<file path="src/pkg/fdo_pkg.sv">
/*
  Constants shared by the fail-safe digital output block: register map, field positions,
  reset values, fail-safe kinds, link states and timing.
  Assumes a single 100 MHz clock and an APB register slave with 32-bit data.
*/
// Function
// - Points readable, writable singly and packed
// - Four-point packed writes keep only low nibble
// - Communication loss forces committed fail-safe outputs
// - Kind 1 off, 2 pattern, 3 hold
// - Pattern bits drive points only kind 2
// - Wait committed delay in tenths first
// - Fail-safe settings staged until commit
// - Commit copies all three, self-clears
// - Fail-safe items write-only, points read/write
// - Eight-point variant, 255 sets all on
package fdo_pkg;

  // Timing
  localparam int CLK_PERIOD_NS       = 10;
  localparam int TENTH_NS            = 100_000_000;
  localparam int TENTH_CYCLES        = TENTH_NS / CLK_PERIOD_NS;
  localparam int COMM_TIMEOUT_TENTHS = 10;

  // Register byte addresses
  localparam logic [11:0] ADDR_OUT     = 12'h000;
  localparam logic [11:0] ADDR_KIND    = 12'h004;
  localparam logic [11:0] ADDR_MASK    = 12'h008;
  localparam logic [11:0] ADDR_DELAY   = 12'h00C;
  localparam logic [11:0] ADDR_COMMIT  = 12'h010;
  localparam logic [11:0] ADDR_STATUS  = 12'h014;
  localparam logic [11:0] ADDR_IRQEN   = 12'h018;
  localparam logic [11:0] ADDR_STATE   = 12'h01C;
  localparam logic [11:0] ADDR_PT_BASE = 12'h020;
  localparam logic [11:0] ADDR_PAT_BASE = 12'h040;

  // Fail-safe kinds
  localparam logic [7:0] KIND_OFF     = 8'h01;
  localparam logic [7:0] KIND_PATTERN = 8'h02;
  localparam logic [7:0] KIND_HOLD    = 8'h03;

  // Point masks of the two variants
  localparam logic [7:0] PT_MASK4 = 8'h0F;
  localparam logic [7:0] PT_MASK8 = 8'hFF;

  // Reset values
  localparam logic [7:0] KIND_RST  = KIND_OFF;
  localparam logic [7:0] MASK_RST  = 8'h00;
  localparam logic [7:0] DELAY_RST = 8'h00;
  localparam logic [7:0] OUT_RST   = 8'h00;

  // Status bit positions
  localparam int ST_FS_ENTER = 0;
  localparam int ST_RESTORE  = 1;
  localparam int ST_COMMIT   = 2;
  localparam int STAT_W      = 3;

  // Link supervision states
  typedef enum logic [1:0] {
    LINK_OK       = 2'b00,
    LINK_WAIT     = 2'b01,
    LINK_FAILSAFE = 2'b10
  } fdo_link_t;

endpackage

</file>
<file path="src/pkg/fdo_cfg_if.sv">
/*
  Carrier between the register front end and the fail-safe configuration stage.
  Assumes both ends run on the same clock.
*/
`timescale 1ns/1ps
interface fdo_cfg_if;
  logic       wrKind;
  logic       wrMask;
  logic       wrPatBit;
  logic       wrDelay;
  logic       wrCommit;
  logic [2:0] patIdx;
  logic [7:0] wdata;
  logic [7:0] ptMask;
  logic [7:0] kind;
  logic [7:0] mask;
  logic [7:0] delay;
  logic       commitDone;

  modport host  (output wrKind, wrMask, wrPatBit, wrDelay, wrCommit, patIdx, wdata, ptMask,
                 input kind, mask, delay, commitDone);
  modport stage (input wrKind, wrMask, wrPatBit, wrDelay, wrCommit, patIdx, wdata, ptMask,
                 output kind, mask, delay, commitDone);
endinterface

</file>
<file path="src/verilog/fdo_tenth_tick.sv">
/*
  Tenth-of-a-second tick divider with restart.
  Assumes restart comes from logic on the same clock.
*/
`timescale 1ns/1ps
module fdo_tenth_tick #(
  parameter int CYCLES = fdo_pkg::TENTH_CYCLES
)(
  input  wire logic mclk,
  input  wire logic rst_n,
  input  wire logic restart,
  output logic      tick
);
  logic [23:0] cnt_r;
  logic        tick_r;

  // Count one tenth, restart phase on host traffic
  always_ff @(posedge mclk or negedge rst_n) begin
    if (!rst_n) begin
      cnt_r  <= 24'h000000;
      tick_r <= 1'b0;
    end else if (restart) begin
      cnt_r  <= 24'h000000;
      tick_r <= 1'b0;
    end else if (cnt_r == 24'(CYCLES - 1)) begin
      cnt_r  <= 24'h000000;
      tick_r <= 1'b1;
    end else begin
      cnt_r  <= cnt_r + 24'h000001;
      tick_r <= 1'b0;
    end
  end

  assign tick = tick_r;
endmodule

</file>
<file path="src/verilog/fdo_fs_cfg.sv">
/*
  Staged and committed fail-safe configuration.
  Assumes write strobes are one-cycle pulses from the register front end.
*/
`timescale 1ns/1ps
module fdo_fs_cfg (
  input wire logic mclk,
  input wire logic rst_n,
  fdo_cfg_if.stage cfg
);
  logic [7:0] stKind_r;
  logic [7:0] stMask_r;
  logic [7:0] stDelay_r;
  logic [7:0] kind_r;
  logic [7:0] mask_r;
  logic [7:0] delay_r;
  logic       done_r;
  logic       commit;

  assign commit = cfg.wrCommit & cfg.wdata[0]; // Writing false does nothing

  // Staging registers
  always_ff @(posedge mclk or negedge rst_n) begin
    if (!rst_n) begin
      stKind_r  <= fdo_pkg::KIND_RST;
      stMask_r  <= fdo_pkg::MASK_RST;
      stDelay_r <= fdo_pkg::DELAY_RST;
    end else begin
      if (cfg.wrKind) stKind_r <= cfg.wdata;
      if (cfg.wrMask) stMask_r <= cfg.wdata & cfg.ptMask;
      if (cfg.wrPatBit) stMask_r[cfg.patIdx] <= cfg.wdata[0];
      if (cfg.wrDelay) stDelay_r <= cfg.wdata;
    end
  end

  // Committed copy, all three at once
  always_ff @(posedge mclk or negedge rst_n) begin
    if (!rst_n) begin
      kind_r  <= fdo_pkg::KIND_RST;
      mask_r  <= fdo_pkg::MASK_RST;
      delay_r <= fdo_pkg::DELAY_RST;
      done_r  <= 1'b0;
    end else begin
      done_r <= commit; // Commit bit clears itself
      if (commit) begin
        kind_r  <= stKind_r;
        mask_r  <= stMask_r;
        delay_r <= stDelay_r;
      end
    end
  end

  assign cfg.kind       = kind_r;
  assign cfg.mask       = mask_r;
  assign cfg.delay      = delay_r;
  assign cfg.commitDone = done_r;
endmodule

</file>
<file path="src/verilog/fdo_top.sv">
/*
  Fail-safe digital output block: APB register slave, commanded points, host-loss
  supervision, fail-safe output forcing and interrupt.
  Assumes APB signals come from logic on mclk; points drive external output stages.
*/
`timescale 1ns/1ps
module fdo_top #(
  parameter int TENTH_CYCLES        = fdo_pkg::TENTH_CYCLES,
  parameter int COMM_TIMEOUT_TENTHS = fdo_pkg::COMM_TIMEOUT_TENTHS,
  parameter bit EIGHT_POINTS        = 1'b0
)(
  input  wire logic        mclk,
  input  wire logic        rst_n,
  input  wire logic        psel,
  input  wire logic        penable,
  input  wire logic        pwrite,
  input  wire logic [11:0] paddr,
  input  wire logic [31:0] pwdata,
  output logic      [31:0] prdata,
  output logic             pready,
  output logic             pslverr,
  output logic      [7:0]  points,
  output logic             irq
);
  localparam logic [7:0] PT_MASK = EIGHT_POINTS ? fdo_pkg::PT_MASK8 : fdo_pkg::PT_MASK4;
  localparam int ZERO_DELAY_MAX = 2;
  localparam int READ_LAT = 1;

  logic [31:0]             prdata_r;
  logic                    pready_r;
  logic                    pslverr_r;
  logic [7:0]              pointsOut_r;
  logic                    irq_r;
  logic [7:0]              outCmd_r;
  logic [fdo_pkg::STAT_W-1:0] status_r;
  logic [fdo_pkg::STAT_W-1:0] irqEn_r;
  logic [fdo_pkg::STAT_W-1:0] events;
  logic [15:0]             idle_r;
  logic [7:0]              delayCnt_r;
  fdo_pkg::fdo_link_t      state_r;
  logic                    setup;
  logic                    xfer;
  logic                    wrXfer;
  logic                    hit;
  logic [31:0]             rdVal;
  logic                    tick;
  logic                    lossNow;
  logic                    fsEnter;
  logic                    wrOut;
  logic                    wrPt;
  logic                    wrStat;
  logic                    wrIrqEn;
  logic [2:0]              idx;

  fdo_cfg_if cfgIf ();

  // Is the address one word of a per-point bank that this variant has
  function automatic logic inBank(input logic [11:0] a, input logic [11:0] base);
    logic [11:0] off;
    off = a - base;
    return (a >= base) && (off[11:5] == 7'h00) && (off[1:0] == 2'h0) && PT_MASK[off[4:2]];
  endfunction

  // Point number of a per-point bank address
  function automatic logic [2:0] bankIdx(input logic [11:0] a, input logic [11:0] base);
    logic [11:0] off;
    off = a - base;
    return off[4:2];
  endfunction

  // APB phases; every completed access counts as host traffic
  assign setup  = psel & ~penable;
  assign xfer   = psel & penable & pready_r;
  assign wrXfer = xfer & pwrite & ~pslverr_r;

  // Read mux and address decode
  always_comb begin
    hit   = 1'b1;
    rdVal = 32'h00000000;
    idx   = 3'h0;
    if (paddr == fdo_pkg::ADDR_OUT) begin
      rdVal = {24'h000000, outCmd_r};
    end else if (paddr == fdo_pkg::ADDR_KIND || paddr == fdo_pkg::ADDR_MASK) begin
      rdVal = 32'h00000000;
    end else if (paddr == fdo_pkg::ADDR_DELAY || paddr == fdo_pkg::ADDR_COMMIT) begin
      rdVal = 32'h00000000;
    end else if (paddr == fdo_pkg::ADDR_STATUS) begin
      rdVal = {29'h00000000, status_r};
    end else if (paddr == fdo_pkg::ADDR_IRQEN) begin
      rdVal = {29'h00000000, irqEn_r};
    end else if (paddr == fdo_pkg::ADDR_STATE) begin
      rdVal = {28'h0000000, EIGHT_POINTS, 1'b0, state_r};
    end else if (inBank(paddr, fdo_pkg::ADDR_PT_BASE)) begin
      idx   = bankIdx(paddr, fdo_pkg::ADDR_PT_BASE);
      rdVal = {31'h00000000, outCmd_r[idx]};
    end else if (inBank(paddr, fdo_pkg::ADDR_PAT_BASE)) begin
      idx   = bankIdx(paddr, fdo_pkg::ADDR_PAT_BASE);
      rdVal = 32'h00000000;
    end else begin
      hit = 1'b0;
    end
  end

  // Write strobes, valid only at the completing edge
  assign wrOut   = wrXfer && paddr == fdo_pkg::ADDR_OUT;
  assign wrPt    = wrXfer && inBank(paddr, fdo_pkg::ADDR_PT_BASE);
  assign wrStat  = wrXfer && paddr == fdo_pkg::ADDR_STATUS;
  assign wrIrqEn = wrXfer && paddr == fdo_pkg::ADDR_IRQEN;
  assign cfgIf.wrKind   = wrXfer && paddr == fdo_pkg::ADDR_KIND;
  assign cfgIf.wrMask   = wrXfer && paddr == fdo_pkg::ADDR_MASK;
  assign cfgIf.wrDelay  = wrXfer && paddr == fdo_pkg::ADDR_DELAY;
  assign cfgIf.wrCommit = wrXfer && paddr == fdo_pkg::ADDR_COMMIT;
  assign cfgIf.wrPatBit = wrXfer && inBank(paddr, fdo_pkg::ADDR_PAT_BASE);
  assign cfgIf.patIdx   = idx;
  assign cfgIf.wdata    = pwdata[7:0];
  assign cfgIf.ptMask   = PT_MASK;

  fdo_fs_cfg u_cfg (
    .mclk  (mclk),
    .rst_n (rst_n),
    .cfg   (cfgIf.stage)
  );

  fdo_tenth_tick #(
    .CYCLES (TENTH_CYCLES)
  ) u_tick (
    .mclk    (mclk),
    .rst_n   (rst_n),
    .restart (xfer),
    .tick    (tick)
  );

  // APB answer: one access cycle, data and error latched at setup
  always_ff @(posedge mclk or negedge rst_n) begin
    if (!rst_n) begin
      pready_r  <= 1'b0;
      pslverr_r <= 1'b0;
      prdata_r  <= 32'h00000000;
    end else begin
      pready_r  <= setup;
      pslverr_r <= setup & ~hit;
      prdata_r  <= (setup && !pwrite && hit) ? rdVal : 32'h00000000;
    end
  end

  // Host-commanded point values
  always_ff @(posedge mclk or negedge rst_n) begin
    if (!rst_n) begin
      outCmd_r <= fdo_pkg::OUT_RST;
    end else if (wrOut) begin
      outCmd_r <= pwdata[7:0] & PT_MASK;
    end else if (wrPt) begin
      outCmd_r[idx] <= pwdata[0];
    end
  end

  // Idle time since last host access, in tenths
  assign lossNow = (state_r == fdo_pkg::LINK_OK) && !xfer &&
                   (idle_r >= 16'(COMM_TIMEOUT_TENTHS));
  always_ff @(posedge mclk or negedge rst_n) begin
    if (!rst_n) begin
      idle_r <= 16'h0000;
    end else if (xfer) begin
      idle_r <= 16'h0000;
    end else if (tick && idle_r != 16'hFFFF) begin
      idle_r <= idle_r + 16'h0001;
    end
  end

  // Link supervision: ok, waiting out the delay, fail-safe
  assign fsEnter = (state_r == fdo_pkg::LINK_WAIT) && !xfer && (delayCnt_r == 8'h00);
  always_ff @(posedge mclk or negedge rst_n) begin
    if (!rst_n) begin
      state_r    <= fdo_pkg::LINK_OK;
      delayCnt_r <= 8'h00;
    end else begin
      case (state_r)
        fdo_pkg::LINK_OK: begin
          if (lossNow) begin
            state_r    <= fdo_pkg::LINK_WAIT;
            delayCnt_r <= cfgIf.delay;
          end
        end
        fdo_pkg::LINK_WAIT: begin
          if (xfer) begin
            state_r <= fdo_pkg::LINK_OK;
          end else if (delayCnt_r == 8'h00) begin
            state_r <= fdo_pkg::LINK_FAILSAFE;
          end else if (tick) begin
            delayCnt_r <= delayCnt_r - 8'h01;
          end
        end
        fdo_pkg::LINK_FAILSAFE: begin
          if (xfer) begin
            state_r <= fdo_pkg::LINK_OK;
          end
        end
        default: begin
          state_r <= fdo_pkg::LINK_OK;
        end
      endcase
    end
  end

  // Point drive: commanded values, or the committed fail-safe choice
  always_ff @(posedge mclk or negedge rst_n) begin
    if (!rst_n) begin
      pointsOut_r <= fdo_pkg::OUT_RST;
    end else if (state_r == fdo_pkg::LINK_FAILSAFE) begin
      case (cfgIf.kind)
        fdo_pkg::KIND_PATTERN: pointsOut_r <= cfgIf.mask & PT_MASK;
        fdo_pkg::KIND_HOLD:    pointsOut_r <= pointsOut_r;
        default:               pointsOut_r <= 8'h00;
      endcase
    end else begin
      pointsOut_r <= outCmd_r;
    end
  end

  // Sticky events, set wins over a one-to-clear write
  assign events = {cfgIf.commitDone,
                   (state_r != fdo_pkg::LINK_OK) && xfer,
                   fsEnter};
  always_ff @(posedge mclk or negedge rst_n) begin
    if (!rst_n) begin
      status_r <= 3'h0;
    end else begin
      status_r <= (status_r & ~(wrStat ? pwdata[2:0] : 3'h0)) | events;
    end
  end

  // Interrupt enables and level output
  always_ff @(posedge mclk or negedge rst_n) begin
    if (!rst_n) begin
      irqEn_r <= 3'h0;
      irq_r   <= 1'b0;
    end else begin
      if (wrIrqEn) irqEn_r <= pwdata[2:0];
      irq_r <= |(status_r & irqEn_r);
    end
  end

  assign prdata  = prdata_r;
  assign pready  = pready_r;
  assign pslverr = pslverr_r;
  assign points  = pointsOut_r;
  assign irq     = irq_r;
endmodule

</file>
<file path="config.mk">
export PLATFORM = sky130hd
export DESIGN_NAME = fdo_top
export DESIGN_NICKNAME = d
export VERILOG_FILES = /design/src/pkg/fdo_pkg.sv /design/src/pkg/fdo_cfg_if.sv /design/src/verilog/fdo_tenth_tick.sv /design/src/verilog/fdo_fs_cfg.sv /design/src/verilog/fdo_top.sv
export SDC_FILE = /design/constraint.sdc
export NUM_CORES = 1
export LEC_CHECK = 0
export ABC_AREA = 1
export BUFFER_PORTS_ARGS = -buffer_cell sky130_fd_sc_hd__buf_2
export CAP_MARGIN = 20
export CORE_MARGIN = 2
export CORE_UTILIZATION = 30
export DETAILED_ROUTE_END_ITERATION = 8
export PLACE_DENSITY = 0.45
export REMOVE_ABC_BUFFERS = 1
export SKIP_LAST_GASP = 1
export SYNTH_ARGS = -nofsm -noshare
export SYNTH_HDL_FRONTEND = slang
export SYNTH_SLANG_ARGS = --single-unit
</file>
<file path="constraint.sdc">
create_clock -name mclk -period 4.4 [get_ports mclk]
set_input_delay 0.88 -clock mclk [delete_from_list [all_inputs] [get_ports mclk]]
set_output_delay 0.88 -clock mclk [all_outputs]
set_load 0.02 [all_outputs]
</file>
==> results.txt <==
The endpoint of the worst-slack reg-to-reg timing path is u_cfg.cfg.delay[5]. The number of flops mapped to enable cells by yosys is 0. The site row count came out at 53.

Setup repair after global routing left no endpoint under its margin. The cell area that synthesis handed to floorplanning was 6480 sq um. The cell count of the worst hold path came out at 2. The static leakage came out at 3.66 nW. Leaving out fill and tap cells, the most frequent cells in the layout are 177 x sky130_fd_sc_hd__nand2_1, 123 x sky130_fd_sc_hd__dfrtp_1, 93 x sky130_fd_sc_hd__inv_1, 84 x sky130_fd_sc_hd__nor2_1, 48 x sky130_fd_sc_hd__nand3_1. TritonCTS built the clock tree.

Of all flip-flops after synthesis, the portion carrying an async set or reset was 100%. The mean post-synth cell area is 8.09 sq um. The run finished with clean final reports. In this run the biggest area consumer among cell types represents 47.5% of the synthesized area. The core footprint is 21,100 sq um. The prevailing post-synth register cell is sky130_fd_sc_hd__dfrtp_1. The final critical path time including I/O delays and setup is 2.65 ns. Clock tree synthesis selected as its root buffer the cell sky130_fd_sc_hd__clkbuf_16. The clock tree synthesis step divided the H-tree into 4 levels.

The total chip power came out at 3.44 mW. The quantity of gates resized following cts came out at 0. The number of max-slew violations in the final report came to 0. The launching point of the worst reg2reg path is pready. The flop-to-flop setup slack came out at 1.94 ns. The layout cell share with drive strength beyond 1 came out at 13.8%. The synthesized instance count is 801. The worst hold-check path type is reg -> reg. Clock-pin slew was measured on the worst setup and hold paths at 0.06 ns. The critical path data required time is 4.69 ns. The number of vias after detailed routing is 5,178.

The final worst clock skew is 0.00863 ns. After detailed routing, the met3 layer carries 493 um of wire. The most common cell after layout, fill and taps aside is sky130_fd_sc_hd__nand2_1. The number of cells traversed by the worst register-to-register path came out at 7.

The routed length on met1 came out at 7.55 mm. For the final routed database, the setup TNS stands at 0 ns. The die width is 151 um. The total number of nets in the final design came out at 908. The cell area power density came out at 452 nW/um^2.

For this run, the share of the core covered by cells in the final layout is 36.1%. The count of maximum capacitance violations came out at 0. The headroom to the max-slew limit came out at 44.4%. After detailed routing, the number of remaining DRC violations is 0. The upper clock frequency limit came out at 0.377 GHz.

The first detailed-routing pass ran for 4 iterations. The data arrival time of the worst path is 2.94 ns. The path type of the worst setup path is in -> reg. For this run the aggregate overflow at the end of global routing stands at 0. The post-synthesis sequential element count is 125. The number of antenna cells inserted is 0. The first global-routing pass estimated 25.3 mm of wire. The setup slack after layout came out at 1.75 ns.

The starting utilization of the core area is 30.7%. The period utilization is 60.2%. The CTS sink count is 125. The worst-path maximum fanout is 20. The post-route antenna net violation count is 0.

The startpoint identified for the worst hold timing path is u_cfg.cfg.commitDone. The number of buffers inserted for hold repair after clock tree synthesis is 0. STA classifies the critical path endpoint as a flip-flop. The detailed router used layers up to and including met4. The routed design uses 6.77 mm of met2 wire. For hold timing, the worst endpoint is status_r[2].

The final estimated routing congestion in global placement came out at 0.852. The initial antenna violation count came out at 0. The setup-violating endpoint count in the final report came out at 0. The maximum number of pins on one net before global-route repair came out at 87. The number of placed I/O pins came out at 92. The wire length per cell is 13.1 um. The worst supply voltage drop on vdd is 0.240 mV. The distinct cell type count after synthesis is 47. The register area share after synthesis came out at 48.3%. The latest clock arrival within the worst-skew pair is 0.42 ns. The startpoint class of the critical path is an input pin. Global routing consumed, over all layers together, 14.2% of the routing resources. The number of failing hold endpoints at the final stage came out at 0. Input and output buffers added on the ports amount to 43.

The largest total area in the synthesized netlist belongs to sky130_fd_sc_hd__dfrtp_1. From synthesis to final layout, the design area changed by 17.3%. The via count of the first global-routing pass came to 4,942.

The wire-length estimate of the detail-placed layout is 10.8 mm. The final wirelength is 14.9 mm. For the pin with the worst max-slew slack, the measured transition is 0.833 ns.

The largest buffer count on any clock path came out at 2. The number of clock buffers inserted by TritonCTS came out at 17. During synthesis, Yosys emitted a total of 0 warnings. The mean number of vias per cell came out at 4.54. In this run the vertical extent of the chip is 151 um. The post-CTS setup buffer count is 0. By area the synthesized netlist is led by sky130_fd_sc_hd__dfrtp_1 47%, sky130_fd_sc_hd__nand2_1 10%, sky130_fd_sc_hd__inv_1 5.4%, sky130_fd_sc_hd__nor2_1 4.9%, sky130_fd_sc_hd__nand3_1 3.7%. The starting DRC count in detailed routing came out at 230. The placement-stage worst setup slack is 1.19 ns. The die area is 22,800 sq um.
worst max path at each step:
stage / start / end / slack, ns / cells after the start
finish: psel / u_cfg.cfg.delay[5] / 1.75 / 8
global route: penable / u_cfg.cfg.delay[4] / 1.50 / 8
CTS: psel / u_cfg.cfg.delay[5] / 1.65 / 8
floorplan: psel / u_cfg.cfg.delay[4] / 1.91 / 7
detailed placement: psel / u_cfg.cfg.delay[4] / 1.19 / 7
global placement: psel / u_cfg.cfg.delay[6] / 1.28 / 8
cell type report:
class	instances	area [sq um]
timing repair buffer	47	251
tap	275	344
fill	2242	13500
clock buffer	18	439
sequential	125	3130
inverter	107	404
clock inverter	14	264
multi-input combinational	554	2770
critical path, cell delays in order:
cell	delay, ns
sky130_fd_sc_hd__buf_2	0.12
sky130_fd_sc_hd__nand3_2	0.37
sky130_fd_sc_hd__nor3_4	0.39
sky130_fd_sc_hd__inv_2	0.14
sky130_fd_sc_hd__nor3_4	0.64
sky130_fd_sc_hd__inv_4	0.20
sky130_fd_sc_hd__nand2_1	0.10
sky130_fd_sc_hd__o21ai_0	0.08
per-stage QoR:
stage | hold WS, ns | instances | cell area (sq um)
floorplan | 0.409 | 786 | 6300
global placement | 0.421 | 1108 | 6900
detailed placement | 0.424 | 1108 | 6900
CTS | 0.432 | 1140 | 7600
global route | 0.456 | 1140 | 7600
finish | 0.433 | 1140 | 7600
power breakdown:
part	internal, mW	switching (mW)	total [mW]
clock network	1.14	0.540	1.68
logic	0.148	0.299	0.447
registers	1.24	0.0744	1.31
total	2.52	0.914	3.44
state kept, by name, summed over array words and instances, names as in the netlist:
name	flops
state_r	2
outCmd_r	8
u_cfg.cfg.commitDone	1
u_tick.cnt_r	24
status_r	3
u_cfg.stMask_r	4
u_cfg.cfg.kind	8
delayCnt_r	8
prdata	8
u_tick.tick	1
u_cfg.stKind_r	8
u_cfg.cfg.delay	8
u_cfg.stDelay_r	8
points	8
idle_r	16
pslverr	1
irqEn_r	3
u_cfg.cfg.mask	4
irq	1
pready	1
logic make-up after synthesis:
group / Yosys count / share of synthesized area [%]
adder cells (fa/ha/maj): 7 / 1.35
XOR/XNOR: 11 / 1.49
flip-flops: 125 / 48.3
multiplexers: 5 / 0.868
buffers and inverters: 145 / 10.3
AND/OR/NAND/NOR: 387 / 26.9
AO/OA/AOI/OAI: 120 / 10.7
other: 1 / 0.0578
Yosys cell counts, types with 3 or more instances:
cell type                    n
sky130_fd_sc_hd__xor2_1     10
sky130_fd_sc_hd__o21a_1     10
sky130_fd_sc_hd__mux2_2      3
sky130_fd_sc_hd__nor3_1     25
sky130_fd_sc_hd__buf_6       3
sky130_fd_sc_hd__nand2_1   177
sky130_fd_sc_hd__a31oi_1    11
sky130_fd_sc_hd__nand4_1    16
sky130_fd_sc_hd__nor2_2      8
sky130_fd_sc_hd__o22ai_1     5
sky130_fd_sc_hd__nor2_1     84
sky130_fd_sc_hd__nor4_1      9
sky130_fd_sc_hd__ha_1        7
sky130_fd_sc_hd__o21ai_0    46
sky130_fd_sc_hd__clkbuf_1    5
sky130_fd_sc_hd__nand3_1    48
sky130_fd_sc_hd__inv_1      93
sky130_fd_sc_hd__buf_2       5
sky130_fd_sc_hd__nand3b_1    3
sky130_fd_sc_hd__o21ai_1     8
sky130_fd_sc_hd__inv_2      10
sky130_fd_sc_hd__clkinv_1    3
sky130_fd_sc_hd__o211ai_1    9
sky130_fd_sc_hd__a21oi_1    23
sky130_fd_sc_hd__buf_4      25
sky130_fd_sc_hd__dfrtp_1   123
sky130_fd_sc_hd__nand2_2     4
layer usage:
layer | track usage, % | vias to the layer above
met5 | 0 | -
met4 | 5.05 | 0
met3 | 3.07 | 9
met2 | 21.6 | 82
met1 | 19.9 | 2413
li1 | - | 2674
(Power assumes the default switching activity.)
